==> config.mk <==
export PLATFORM = sky130hd
export DESIGN_NAME = core_cycle_timing
export DESIGN_NICKNAME = d
export VERILOG_FILES = /design/src/pkg/core_timing_pkg.sv /design/src/core_cycle_timing.sv /design/src/timer_unit.sv
export SDC_FILE = /design/constraint.sdc
export NUM_CORES = 1
export LEC_CHECK = 0
export ABC_AREA = 0
export BUFFER_PORTS_ARGS = -buffer_cell sky130_fd_sc_hd__buf_2
export CAP_MARGIN = 30
export CORE_AREA = 2 2 105 107
export CTS_CLUSTER_SIZE = 16
export DETAILED_ROUTE_END_ITERATION = 8
export DIE_AREA = 0 0 107 109
export GPL_ROUTABILITY_DRIVEN = 0
export PLACE_DENSITY = 0.75
export SLEW_MARGIN = 20
export SYNTH_ARGS = -nofsm -noshare
export SYNTH_HDL_FRONTEND = slang
export SYNTH_SLANG_ARGS = --single-unit
==> constraint.sdc <==
create_clock -name clk_sys -period 2.15 [get_ports clk_sys]
set_input_delay 0.1075 -clock clk_sys [delete_from_list [all_inputs] [get_ports clk_sys]]
set_output_delay 0.1075 -clock clk_sys [all_outputs]
set_load 0.01 [all_outputs]
==> src/pkg/core_timing_pkg.sv <==
// Shared constants and types for the core cycle timing block.
// Assumes one 20 MHz system clock and an instruction decoder upstream.
package core_timing_pkg;

    localparam int unsigned CLK_PERIOD_NS = 50;

    // Legacy timer rate: one increment per twelve input clocks
    localparam int unsigned PRESCALE_LEGACY = 12;
    localparam logic [3:0] PRESCALE_LAST = 4'(PRESCALE_LEGACY - 1);
    localparam logic [3:0] PRESCALE_RESET = 4'h0;

    // Machine cycles per instruction class
    localparam logic [2:0] CYC_EXEC_EXTRA = 3'h1;
    localparam logic [2:0] CYC_EXT_DATA = 3'h2;
    localparam logic [2:0] CYC_MOV_DIR_DIR = 3'h3;
    localparam logic [2:0] CYC_DATA_POINTER_INC = 3'h1;
    localparam logic [2:0] CYC_LAST = 3'h1;

    localparam logic [15:0] DATA_POINTER_RESET = 16'h0000;
    localparam logic [15:0] DATA_POINTER_STEP = 16'h0001;

    typedef enum logic [2:0] {
        KIND_GENERAL = 3'h0,
        KIND_EXT_READ = 3'h1,
        KIND_EXT_WRITE = 3'h2,
        KIND_MOV_DIR_DIR = 3'h3,
        KIND_DATA_POINTER_INC = 3'h4
    } instr_kind_e;

    typedef struct packed {
        instr_kind_e kind;
        logic [1:0] bytes;
    } instr_s;

    typedef enum logic [2:0] {
        ST_STRAP = 3'b001,
        ST_IDLE = 3'b010,
        ST_EXEC = 3'b100
    } seq_state_e;

    typedef struct packed {
        logic out;
        logic oe;
    } pin_drive_s;

    localparam pin_drive_s PIN_RELEASED = '{out: 1'b1, oe: 1'b0};

endpackage

==> src/core_cycle_timing.sv <==
// Instruction cycle sequencer, program source strap, timers, data strobes.
// Assumes a decoder presents one instruction at a time with its byte count.
//
// What this block does
// - Program source pin low: fetch all code from external memory.
// - Program source pin high: fetch code from internal flash.
// - One machine cycle equals one input clock, no divide by twelve.
// - No dummy memory cycles; strobes only on real data accesses.
// - After reset timers step once every twelve input clocks.
// - Each timer may be switched to step every input clock.
// - One machine cycle per instruction byte plus one for execution.
// - External data read through the data pointer takes two clocks.
// - Direct to direct move takes three clocks.
// - Data pointer increment finishes in a single clock.
// - External access stretch lengthens each machine cycle, slowing execution.
// - Flags and results unchanged; only clock counts differ.
// - Port three bit six acts as external data write strobe.
// - Port three bit seven acts as external data read strobe.
// - Port three bit five is the external count input of timer one.
`timescale 1ns/100ps
module core_cycle_timing
    import core_timing_pkg::*;
#(
    parameter int NUM_TIMERS = 3,
    parameter int STRETCH_W = 3
)
(
    input wire logic clk_sys,
    input wire logic rst_b,
    input wire logic clk_en,
    input wire logic program_source_select,
    input wire logic instr_valid,
    input wire instr_s instr,
    input wire logic [STRETCH_W-1:0] mem_stretch,
    input wire logic data_pointer_load,
    input wire logic [15:0] data_pointer_value,
    input wire logic [NUM_TIMERS-1:0] timer_run,
    input wire logic [NUM_TIMERS-1:0] timer_fast_sel,
    input wire logic [NUM_TIMERS-1:0] timer_count_mode,
    input wire logic port_three_bit_five,
    input wire logic strobe_alt_en,
    output logic fetch_external,
    output logic fetch_internal,
    output logic instr_ready,
    output logic machine_cycle_end,
    output logic instr_done,
    output logic [15:0] data_pointer,
    output logic [NUM_TIMERS-1:0][15:0] timer_value,
    output pin_drive_s port_three_bit_six,
    output pin_drive_s port_three_bit_seven
);

    seq_state_e state_reg;
    seq_state_e state_next;
    instr_kind_e kind_reg;
    instr_kind_e kind_next;
    logic [2:0] cycles_left_reg;
    logic [2:0] cycles_left_next;
    logic [STRETCH_W-1:0] stretch_reg;
    logic [STRETCH_W-1:0] stretch_next;
    logic [STRETCH_W-1:0] stretch_cnt_reg;
    logic [STRETCH_W-1:0] stretch_cnt_next;
    logic fetch_external_next;
    logic fetch_internal_next;
    logic ready_next;
    logic mc_end_next;
    logic done_next;
    logic [15:0] data_pointer_next;
    pin_drive_s wr_pin_next;
    pin_drive_s rd_pin_next;
    logic rd_active;
    logic wr_active;
    logic accept;
    logic is_ext;
    logic count_in_prev_reg;
    logic count_in_prev_next;
    logic count_fall_reg;
    logic count_fall_next;

    generate
        if (NUM_TIMERS < 2 || NUM_TIMERS > 3)
        begin : g_bad_timers
            $error("core_cycle_timing: NUM_TIMERS must be 2 or 3");
        end
        if (STRETCH_W < 1 || STRETCH_W > 4)
        begin : g_bad_stretch
            $error("core_cycle_timing: STRETCH_W must be 1 to 4");
        end
    endgenerate

    // Byte count zero is treated as a one byte opcode
    function automatic logic [2:0] cycles_for(input instr_s i);
        logic [2:0] n;
        case (i.kind)
            KIND_EXT_READ, KIND_EXT_WRITE: n = CYC_EXT_DATA;
            KIND_MOV_DIR_DIR: n = CYC_MOV_DIR_DIR;
            KIND_DATA_POINTER_INC: n = CYC_DATA_POINTER_INC;
            default: n = {1'b0, (i.bytes == 2'h0) ? 2'h1 : i.bytes} + CYC_EXEC_EXTRA;
        endcase
        return n;
    endfunction

    assign accept = instr_valid && instr_ready && (state_reg == ST_IDLE);
    assign is_ext = (instr.kind == KIND_EXT_READ) || (instr.kind == KIND_EXT_WRITE);

    always_comb
    begin
        state_next = state_reg;
        kind_next = kind_reg;
        cycles_left_next = cycles_left_reg;
        stretch_next = stretch_reg;
        stretch_cnt_next = stretch_cnt_reg;
        fetch_external_next = fetch_external;
        fetch_internal_next = fetch_internal;
        data_pointer_next = data_pointer;
        mc_end_next = 1'b0;
        done_next = 1'b0;
        case (state_reg)
            ST_STRAP:
            begin
                // First enabled clock after release catches the strap
                fetch_external_next = !program_source_select;
                fetch_internal_next = program_source_select;
                state_next = ST_IDLE;
            end
            ST_IDLE:
            begin
                if (accept)
                begin
                    state_next = ST_EXEC;
                    kind_next = instr.kind;
                    cycles_left_next = cycles_for(instr);
                    stretch_next = is_ext ? mem_stretch : '0;
                    stretch_cnt_next = is_ext ? mem_stretch : '0;
                end
                else if (data_pointer_load)
                begin
                    data_pointer_next = data_pointer_value;
                end
            end
            ST_EXEC:
            begin
                if (stretch_cnt_reg != '0)
                begin
                    stretch_cnt_next = stretch_cnt_reg - STRETCH_W'(1);
                end
                else
                begin
                    // Without stretch every clock closes a machine cycle
                    mc_end_next = 1'b1;
                    stretch_cnt_next = stretch_reg;
                    if (cycles_left_reg == CYC_LAST)
                    begin
                        done_next = 1'b1;
                        state_next = ST_IDLE;
                        if (kind_reg == KIND_DATA_POINTER_INC)
                        begin
                            // Plain 16-bit wrap, no flag side effects
                            data_pointer_next = data_pointer + DATA_POINTER_STEP;
                        end
                    end
                    else
                    begin
                        cycles_left_next = cycles_left_reg - 3'h1;
                    end
                end
            end
            default:
            begin
                state_next = ST_STRAP;
            end
        endcase
        ready_next = (state_next == ST_IDLE);
        // Strobes only in the execution cycle of a real data access
        rd_active = (state_next == ST_EXEC) && (kind_next == KIND_EXT_READ)
            && (cycles_left_next == CYC_LAST);
        wr_active = (state_next == ST_EXEC) && (kind_next == KIND_EXT_WRITE)
            && (cycles_left_next == CYC_LAST);
        rd_pin_next = strobe_alt_en ? pin_drive_s'{out: !rd_active, oe: 1'b1} : PIN_RELEASED;
        wr_pin_next = strobe_alt_en ? pin_drive_s'{out: !wr_active, oe: 1'b1} : PIN_RELEASED;
    end

    always_ff @(posedge clk_sys or negedge rst_b)
    begin
        if (!rst_b)
        begin
            state_reg <= ST_STRAP;
            kind_reg <= KIND_GENERAL;
            cycles_left_reg <= 3'h0;
            stretch_reg <= '0;
            stretch_cnt_reg <= '0;
            fetch_external <= 1'b0;
            fetch_internal <= 1'b0;
            instr_ready <= 1'b0;
            machine_cycle_end <= 1'b0;
            instr_done <= 1'b0;
            data_pointer <= DATA_POINTER_RESET;
            port_three_bit_six <= PIN_RELEASED;
            port_three_bit_seven <= PIN_RELEASED;
        end
        else if (clk_en)
        begin
            state_reg <= state_next;
            kind_reg <= kind_next;
            cycles_left_reg <= cycles_left_next;
            stretch_reg <= stretch_next;
            stretch_cnt_reg <= stretch_cnt_next;
            fetch_external <= fetch_external_next;
            fetch_internal <= fetch_internal_next;
            instr_ready <= ready_next;
            machine_cycle_end <= mc_end_next;
            instr_done <= done_next;
            data_pointer <= data_pointer_next;
            port_three_bit_six <= wr_pin_next;
            port_three_bit_seven <= rd_pin_next;
        end
    end

    // Pin is synchronous to the clock, so a single stage edge detect suffices
    always_comb
    begin
        count_in_prev_next = port_three_bit_five;
        count_fall_next = count_in_prev_reg && !port_three_bit_five;
    end

    always_ff @(posedge clk_sys or negedge rst_b)
    begin
        if (!rst_b)
        begin
            count_in_prev_reg <= 1'b1;
            count_fall_reg <= 1'b0;
        end
        else if (clk_en)
        begin
            count_in_prev_reg <= count_in_prev_next;
            count_fall_reg <= count_fall_next;
        end
    end

    genvar t;
    generate
        for (t = 0; t < NUM_TIMERS; t++)
        begin : g_timer
            timer_unit #(
                .WIDTH(16)
            ) u_timer (
                .clk_sys(clk_sys),
                .rst_b(rst_b),
                .clk_en(clk_en),
                .run(timer_run[t]),
                .fast_sel(timer_fast_sel[t]),
                .count_mode(timer_count_mode[t]),
                .count_edge((t == 1) ? count_fall_reg : 1'b0),
                .value(timer_value[t])
            );
        end
    endgenerate
endmodule

==> src/timer_unit.sv <==
// One timer/counter with its own legacy or fast prescale selection.
// Assumes count_edge is a one-cycle pulse already formed by the caller.
`timescale 1ns/100ps
module timer_unit
    import core_timing_pkg::*;
#(
    parameter int WIDTH = 16
)
(
    input wire logic clk_sys,
    input wire logic rst_b,
    input wire logic clk_en,
    input wire logic run,
    input wire logic fast_sel,
    input wire logic count_mode,
    input wire logic count_edge,
    output logic [WIDTH-1:0] value
);

    logic [3:0] prescale_reg;
    logic [3:0] prescale_next;
    logic [3:0] gap_reg;
    logic [3:0] gap_next;
    logic [WIDTH-1:0] value_next;
    logic tick;
    logic incr;

    generate
        if (WIDTH < 8 || WIDTH > 32)
        begin : g_bad_width
            $error("timer_unit: WIDTH must be 8 to 32");
        end
    endgenerate

    always_comb
    begin
        tick = fast_sel || (prescale_reg == PRESCALE_LAST);
        prescale_next = tick ? PRESCALE_RESET : prescale_reg + 4'h1;
        incr = run && (count_mode ? count_edge : tick);
        value_next = incr ? value + WIDTH'(1) : value;
        gap_next = (incr || fast_sel) ? 4'h0 : gap_reg + 4'h1;
    end

    always_ff @(posedge clk_sys or negedge rst_b)
    begin
        if (!rst_b)
        begin
            prescale_reg <= PRESCALE_RESET;
            gap_reg <= 4'h0;
            value <= '0;
        end
        else if (clk_en)
        begin
            prescale_reg <= prescale_next;
            gap_reg <= gap_next;
            value <= value_next;
        end
    end
endmodule
# --- Yosys cells after proc, flatten, opt, wreduce, memory -nomap -nowiden ---
# Cells that the tools add are included.
# Widths: inputs -> output; s select.
totals:
  regBits: 102
  latchBits: 0
  mem_bits_rw: 0
  mem_bits_ro: 0
  wordCells: 120
  memories: 0
classes:
  n_addsub: 10
  multipliers: 0
  div: 0
  magnitude_cmp: 0
  n_eq_ne: 23
  n_shift: 0
  mux: 35
  n_bitwise: 0
  reduce_logical: 29
ops:
  columns: ["operator", "count"]
  rows:
  - ["$mux 16", 5]
  - ["$add 16x1->16 const B", 4]
  - ["$mux 3", 11]
  - ["$pmux 16 s2", 1]
  - ["$pmux 3 s3", 2]
  - ["$eq 3x1->1 const B", 5]
  - ["$eq 3x2->1 const B", 5]
  - ["$add 4x1->4 const B", 3]
  - ["$eq 3x3->1 const B", 4]
  - ["$eq 4x4->1 const B", 3]
  - ["$mux 4", 3]
  - ["$ne 2x2->1 const B", 6]
  - ["$pmux 3 s2", 2]
  - ["$logic_and 1x1->1", 10]
  - ["$mux 1", 8]
  - ["$reduce_and 2->1", 4]
  - ["$reduce_and 7->1", 1]
  - ["$mux 2", 3]
  - ["$reduce_and 3->1", 2]
  - ["$sub 3x1->3 const B", 2]
  - ["$logic_not 1->1", 4]
  - ["$logic_or 1x1->1", 4]
  - ["$add 2x1->3 const B", 1]
  - ["$reduce_bool 3->1", 1]
  - ["other kinds (3)", 3]

# --- Depth between registers and ports, before layout ---
logic_depth:
  ltp_word: 10
  mapped_depth: 8
  mapped_depth_nobuf: 7

# --- Cells and area by module ---
# From an unflattened synthesis, not the netlist that was laid out.
hier_totals:
  cells_unflattened: 539
  area_unflattened_um2: 5555.3
by_module_without_submodules:
  columns: ["module", "n_inst", "cells_each", "area_each_um2"]
  rows:
  - ["timer_unit", 3, 87, 1028.5]
  - ["core_cycle_timing", 1, 278, 2469.9]

# --- Worst setup path after synthesis ---
# OpenSTA, ideal clock, no wires.
synth_path:
  kind: "reg2reg"
  startpoint: "register stretch_cnt_reg[0]"
  endpoint: "register data_pointer[0]"
  setup_time_ns: 0.069
  t_arrival_ns: 1.779
  path_slack_ns: 0.302
  path_stages_with_launch: 9
  n_path_buf: 1
  cell_sequence: "dfrtp_1 -> inv_1 -> ha_1 -> nor2b_1 -> a32o_1 -> nand3_1 -> buf_2 -> or3_1 -> nand3_1"
synth_via:
  elab_chain_len: 3
synth_rtl:
  columns: ["element", "line", "text"]
  rows:
  - ["start, declared", "core_cycle_timing.sv:61", "logic [STRETCH_W-1:0] stretch_cnt_reg;"]
  - ["start signal, assigned", "core_cycle_timing.sv:207", "stretch_cnt_reg <= stretch_cnt_next;"]
  - ["$reduce_bool 3->1", "core_cycle_timing.sv:143", "if (stretch_cnt_reg != '0)"]
  - ["$ne 2x2->1 (no source line)", null, null]
  - ["$reduce_and 7->1 (no source line)", null, null]
  - ["end signal, assigned", "core_cycle_timing.sv:213", "data_pointer <= data_pointer_next;"]
  - ["end, declared", "core_cycle_timing.sv:47", "output logic [15:0] data_pointer,"]
# No other way between the ends.
# A chain may end at the register's enable or synchronous reset.

# --- Worst setup path in the final report ---
layout_path:
  startpoint: "register g_timer[0].u_timer.prescale_reg[0]"
  endpoint: "register g_timer[0].u_timer.value[10]"
layout_via:
  elab_chain_len: 5
layout_rtl:
  columns: ["element", "line", "text"]
  rows:
  - ["start, declared", "timer_unit.sv:20", "logic [3:0] prescale_reg;"]
  - ["start signal, assigned", "timer_unit.sv:54", "prescale_reg <= prescale_next;"]
  - ["$eq 4x4->1", "timer_unit.sv:37", "tick = fast_sel || (prescale_reg == PRESCALE_LAST);"]
  - ["$logic_or 1x1->1", "timer_unit.sv:37", null]
  - ["$mux 1", "timer_unit.sv:39", "incr = run && (count_mode ? count_edge : tick);"]
  - ["$logic_and 1x1->1", "timer_unit.sv:39", null]
  - ["$reduce_and 2->1 (no source line)", null, null]
  - ["end signal, assigned", "timer_unit.sv:56", "value <= value_next;"]
  - ["end, declared", "timer_unit.sv:17", "output logic [WIDTH-1:0] value"]
# No other way between the ends.

==> impl_results.md <==
- Core Rows: 38
- Reg-to-reg slack, setup: 0.17 ns
- Complex-gate fraction of the synthesized area: 15.0%
- Sink Count: 101
- Skew-Pair Late Insertion Delay: 0.38 ns
- Slowest-stage cell, CP: a2111o_1
- Highest routed layer: met4
- Status: finished clean
- Netlist Area Pre-Place: 5310 um^2
- CTS Buf Count: 9
- Flip-flop count of the largest register after layout: 48
- Min cycle time layout: 1.98 ns
- Worst Path Arrival: 2.28 ns
- Commonest register cell after synthesis: dfrtp_1
- Flops & latches, synth: 101
- Largest family of logic cells by synthesized area: simple AND/OR/NAND/NOR gates
- Gr ovfl total: 0
- Worst path cell trace: ha_1 > nand3b_1 > a2111o_1 > or2_1 > nor2_1 > xor2_1
- Final Net Count: between 700 and 800
- Yosys warns: 0
- RSZ-0062 raised after global routing: no
- Synth Area in Simple Gates: 20.3%
- XOR/XNOR Fraction of Synth Area: 7.75%
- Core Box Area: 10600 um^2
- Final slew viol count: 0
- Met3 Wirelength: just over 800 um
- Met2 wire length: 5700 um
- Root buffer cell: clkbuf_8
- Leakage: 3.05 nW
- Top-count cell post-synth: dfrtp_1
- Synth top area share: 45.7%
- Final antenna-violating net count: 0
- IO buf count: 113
- CTS Buffer Depth: 2
- Worst-Margin Slew: 0.642 ns
- Family with the most delay on the worst path: simple AND/OR/NAND/NOR gates
- Die Height: 109 um
- Via count: roughly 4500
- Vias in the first global route: 4268
- Ant diodes: 0
- Die ar.: 11700 um^2
- Syn_area_per_cell: 9.72 um^2
- Critical path startpoint category: flop
- Rel. slew slack: 57.2%
- Pwr dens: 964 nW/um^2
- Post-DP HPWL: 8670 um
- Area delta synth->final: 21.0%
- Highest clock rate: approximately 0.51 GHz
- Initial DRC count: between 200 and 300
- Ys async rst share: 100%
- Final TNS setup: 0 ns
- Instance count of the mapped netlist: 546
- Most area-hungry cell type in the Yosys netlist: dfrtp_1
- Residual DRC: 0
- Post-synth EDFFs: 0
- Share of cells above drive strength 1: 24.8%
- CP Class: reg -> reg
- Hold WC Path Type: in -> reg
- Mux cell area share after synthesis: roughly 2.6%
- Seq/Total Area, Yosys: between 40% and 50%
- CTS HTree Levels: 3
- Peak per-stage delay on the critical path: 0.47 ns
- Detailed Route WL: between 10000 and 15000 um
- Unique cell type count in the Yosys netlist: 62
- Worst Skew: 0.0102 ns
- Worst IR Drop VDD: 0.000617 V
- Boundary Pins: 114
- 1st-pass router iterations: 5
- MaxCap Viol Count: 0
- Total track usage: a little over a fifth
- Starting Density: 50.1%
- First-pass GRT wire length: 20100 um
- Critical path fanouts, max: 4
- Fin crit share: 92.0%
- Util after Layout: about three fifths
- Post-synth top cells: dfrtp_1, nand2_1, nor2_1, o21ai_0, xnor2_1
- Largest net degree at the start of global routing: 49
- Drt via density: approximately 5.5
- Clock-pin slew on the worst setup and hold paths: 0.10 ns
- Final Hold Viols: 0
- Routed wire per std cell: 14.5 um
- CTS tree: yes
- Worst Path Buf+Inv: 0
- Net count after synthesis: 598
- Crit end category: flop
- Setup-failing EPs final: 0
- Adder-cell area share of the yosys netlist: 2.59%
- Die width: 107 um
- Initial antenna violation count: 0
- Dominant cells by area after synthesis: dfrtp_1, xnor2_1, nand2_1, o21ai_0, xor2_1
- Metal-1 WL: 5290 um
- Data required, critical path: 2.45 ns
logic make-up (layout without fill, tap and decap cells):
kind of cell / count (synthesis) / in the layout
simple gates: 209 / 209
compound gates: 117 / 117
flops: 101 / 101
fa+ha+maj: 11 / 11
mux: 13 / 13
buf+inv: 48 / 183
xor+xnor: 47 / 47
per-layer routing:
metal,track usage (%),vias to the layer above
li1,-,2191
met1,28.4,2163
met2,35.5,157
met3,6.22,14
met4,5.57,0
met5,0,-
power by group:
group / leakage [nW] / internal [mW] / total [mW] / switching, mW
clock network: 0.107 / 0.592 / 1.31 / 0.717
logic: 1.65 / 0.927 / 2.02 / 1.09
registers: 1.29 / 2.34 / 2.86 / 0.528
layout make-up:
class                   instances  area (um^2)
clock buffers                  10          138
multi-input cells             397         2580
well taps                     140          175
repair buffers                142          828
fillers                       943         4180
clock inverters                 6         77.6
flip-flops and latches        101         2530
inverters                      25         93.8
cells in the final DEF, fill, tap and decap left out, types with 10 or more instances in the layout:
| cell | count |
|---|---|
| buf_4 | 17 |
| clkbuf_8 | 10 |
| and3_1 | 10 |
| nor2_1 | 41 |
| xnor2_1 | 28 |
| dfrtp_1 | 97 |
| nand2_1 | 64 |
| nand4_1 | 15 |
| o21ai_0 | 41 |
| ha_1 | 11 |
| nand3_1 | 24 |
| buf_2 | 112 |
| a21oi_1 | 19 |
| xor2_1 | 19 |
| inv_1 | 25 |
| dlygate4sd3_1 | 12 |
worst reg2reg max path, delay by kind of cell (launching register included):
kind / cells / cell delay [ns]
AO/OA/AOI/OAI: 1 / 0.47
adder cells (fa/ha/maj): 1 / 0.20
AND/OR/NAND/NOR: 3 / 0.62
XOR/XNOR: 1 / 0.20
flip-flops: 1 / 0.39
final timing paths:
path | cells past startpoint | startpoint | to
max | 6 | g_timer[0].u_timer.prescale_reg[0]$_DFFE_PN0P_ | g_timer[0].u_timer.value[10]$_DFFE_PN0P_
max reg2reg | 6 | g_timer[0].u_timer.prescale_reg[0]$_DFFE_PN0P_ | g_timer[0].u_timer.value[10]$_DFFE_PN0P_
min in group asynchronous | 2 | rst_b | stretch_reg[0]$_DFFE_PN0P_
min | 3 | data_pointer_value[5] | data_pointer[5]$_DFFE_PN0P_
min reg2reg | 1 | g_timer[2].u_timer.value[15]$_DFFE_PN0P_ | g_timer[2].u_timer.value[15]$_DFFE_PN0P_
max in group asynchronous | 3 | rst_b | g_timer[1].u_timer.value[14]$_DFFE_PN0P_
metrics by stage:
| stage | cells | instance area, um^2 | worst slack, ns | total power [mW] | hold WS (ns) |
|---|---|---|---|---|---|
| after CTS | 821 | 6410 | 0.116 | 6.23 | 0.00235 |
| after detailed placement | 793 | 6070 | 0.184 | 4.89 | 0.178 |
| after global routing | 821 | 6420 | 0.0280 | 6.64 | 0.0266 |
| after global placement | 793 | 6070 | 0.262 | 4.79 | 0.176 |
| final | 821 | 6420 | 0.172 | 6.19 | 0.0245 |
| after floorplan | 546 | 5310 | 0.302 | 4.11 | -0.188 |
timing repair:
action                                  in CTS  in global routing
hold buffers                                12                  0
buffers inserted                             0                  0
endpoints found under the setup margin       0                  7
resized for setup                            0                  2
hold endpoints to repair                    54                  0
(Power assumes the default switching activity.)
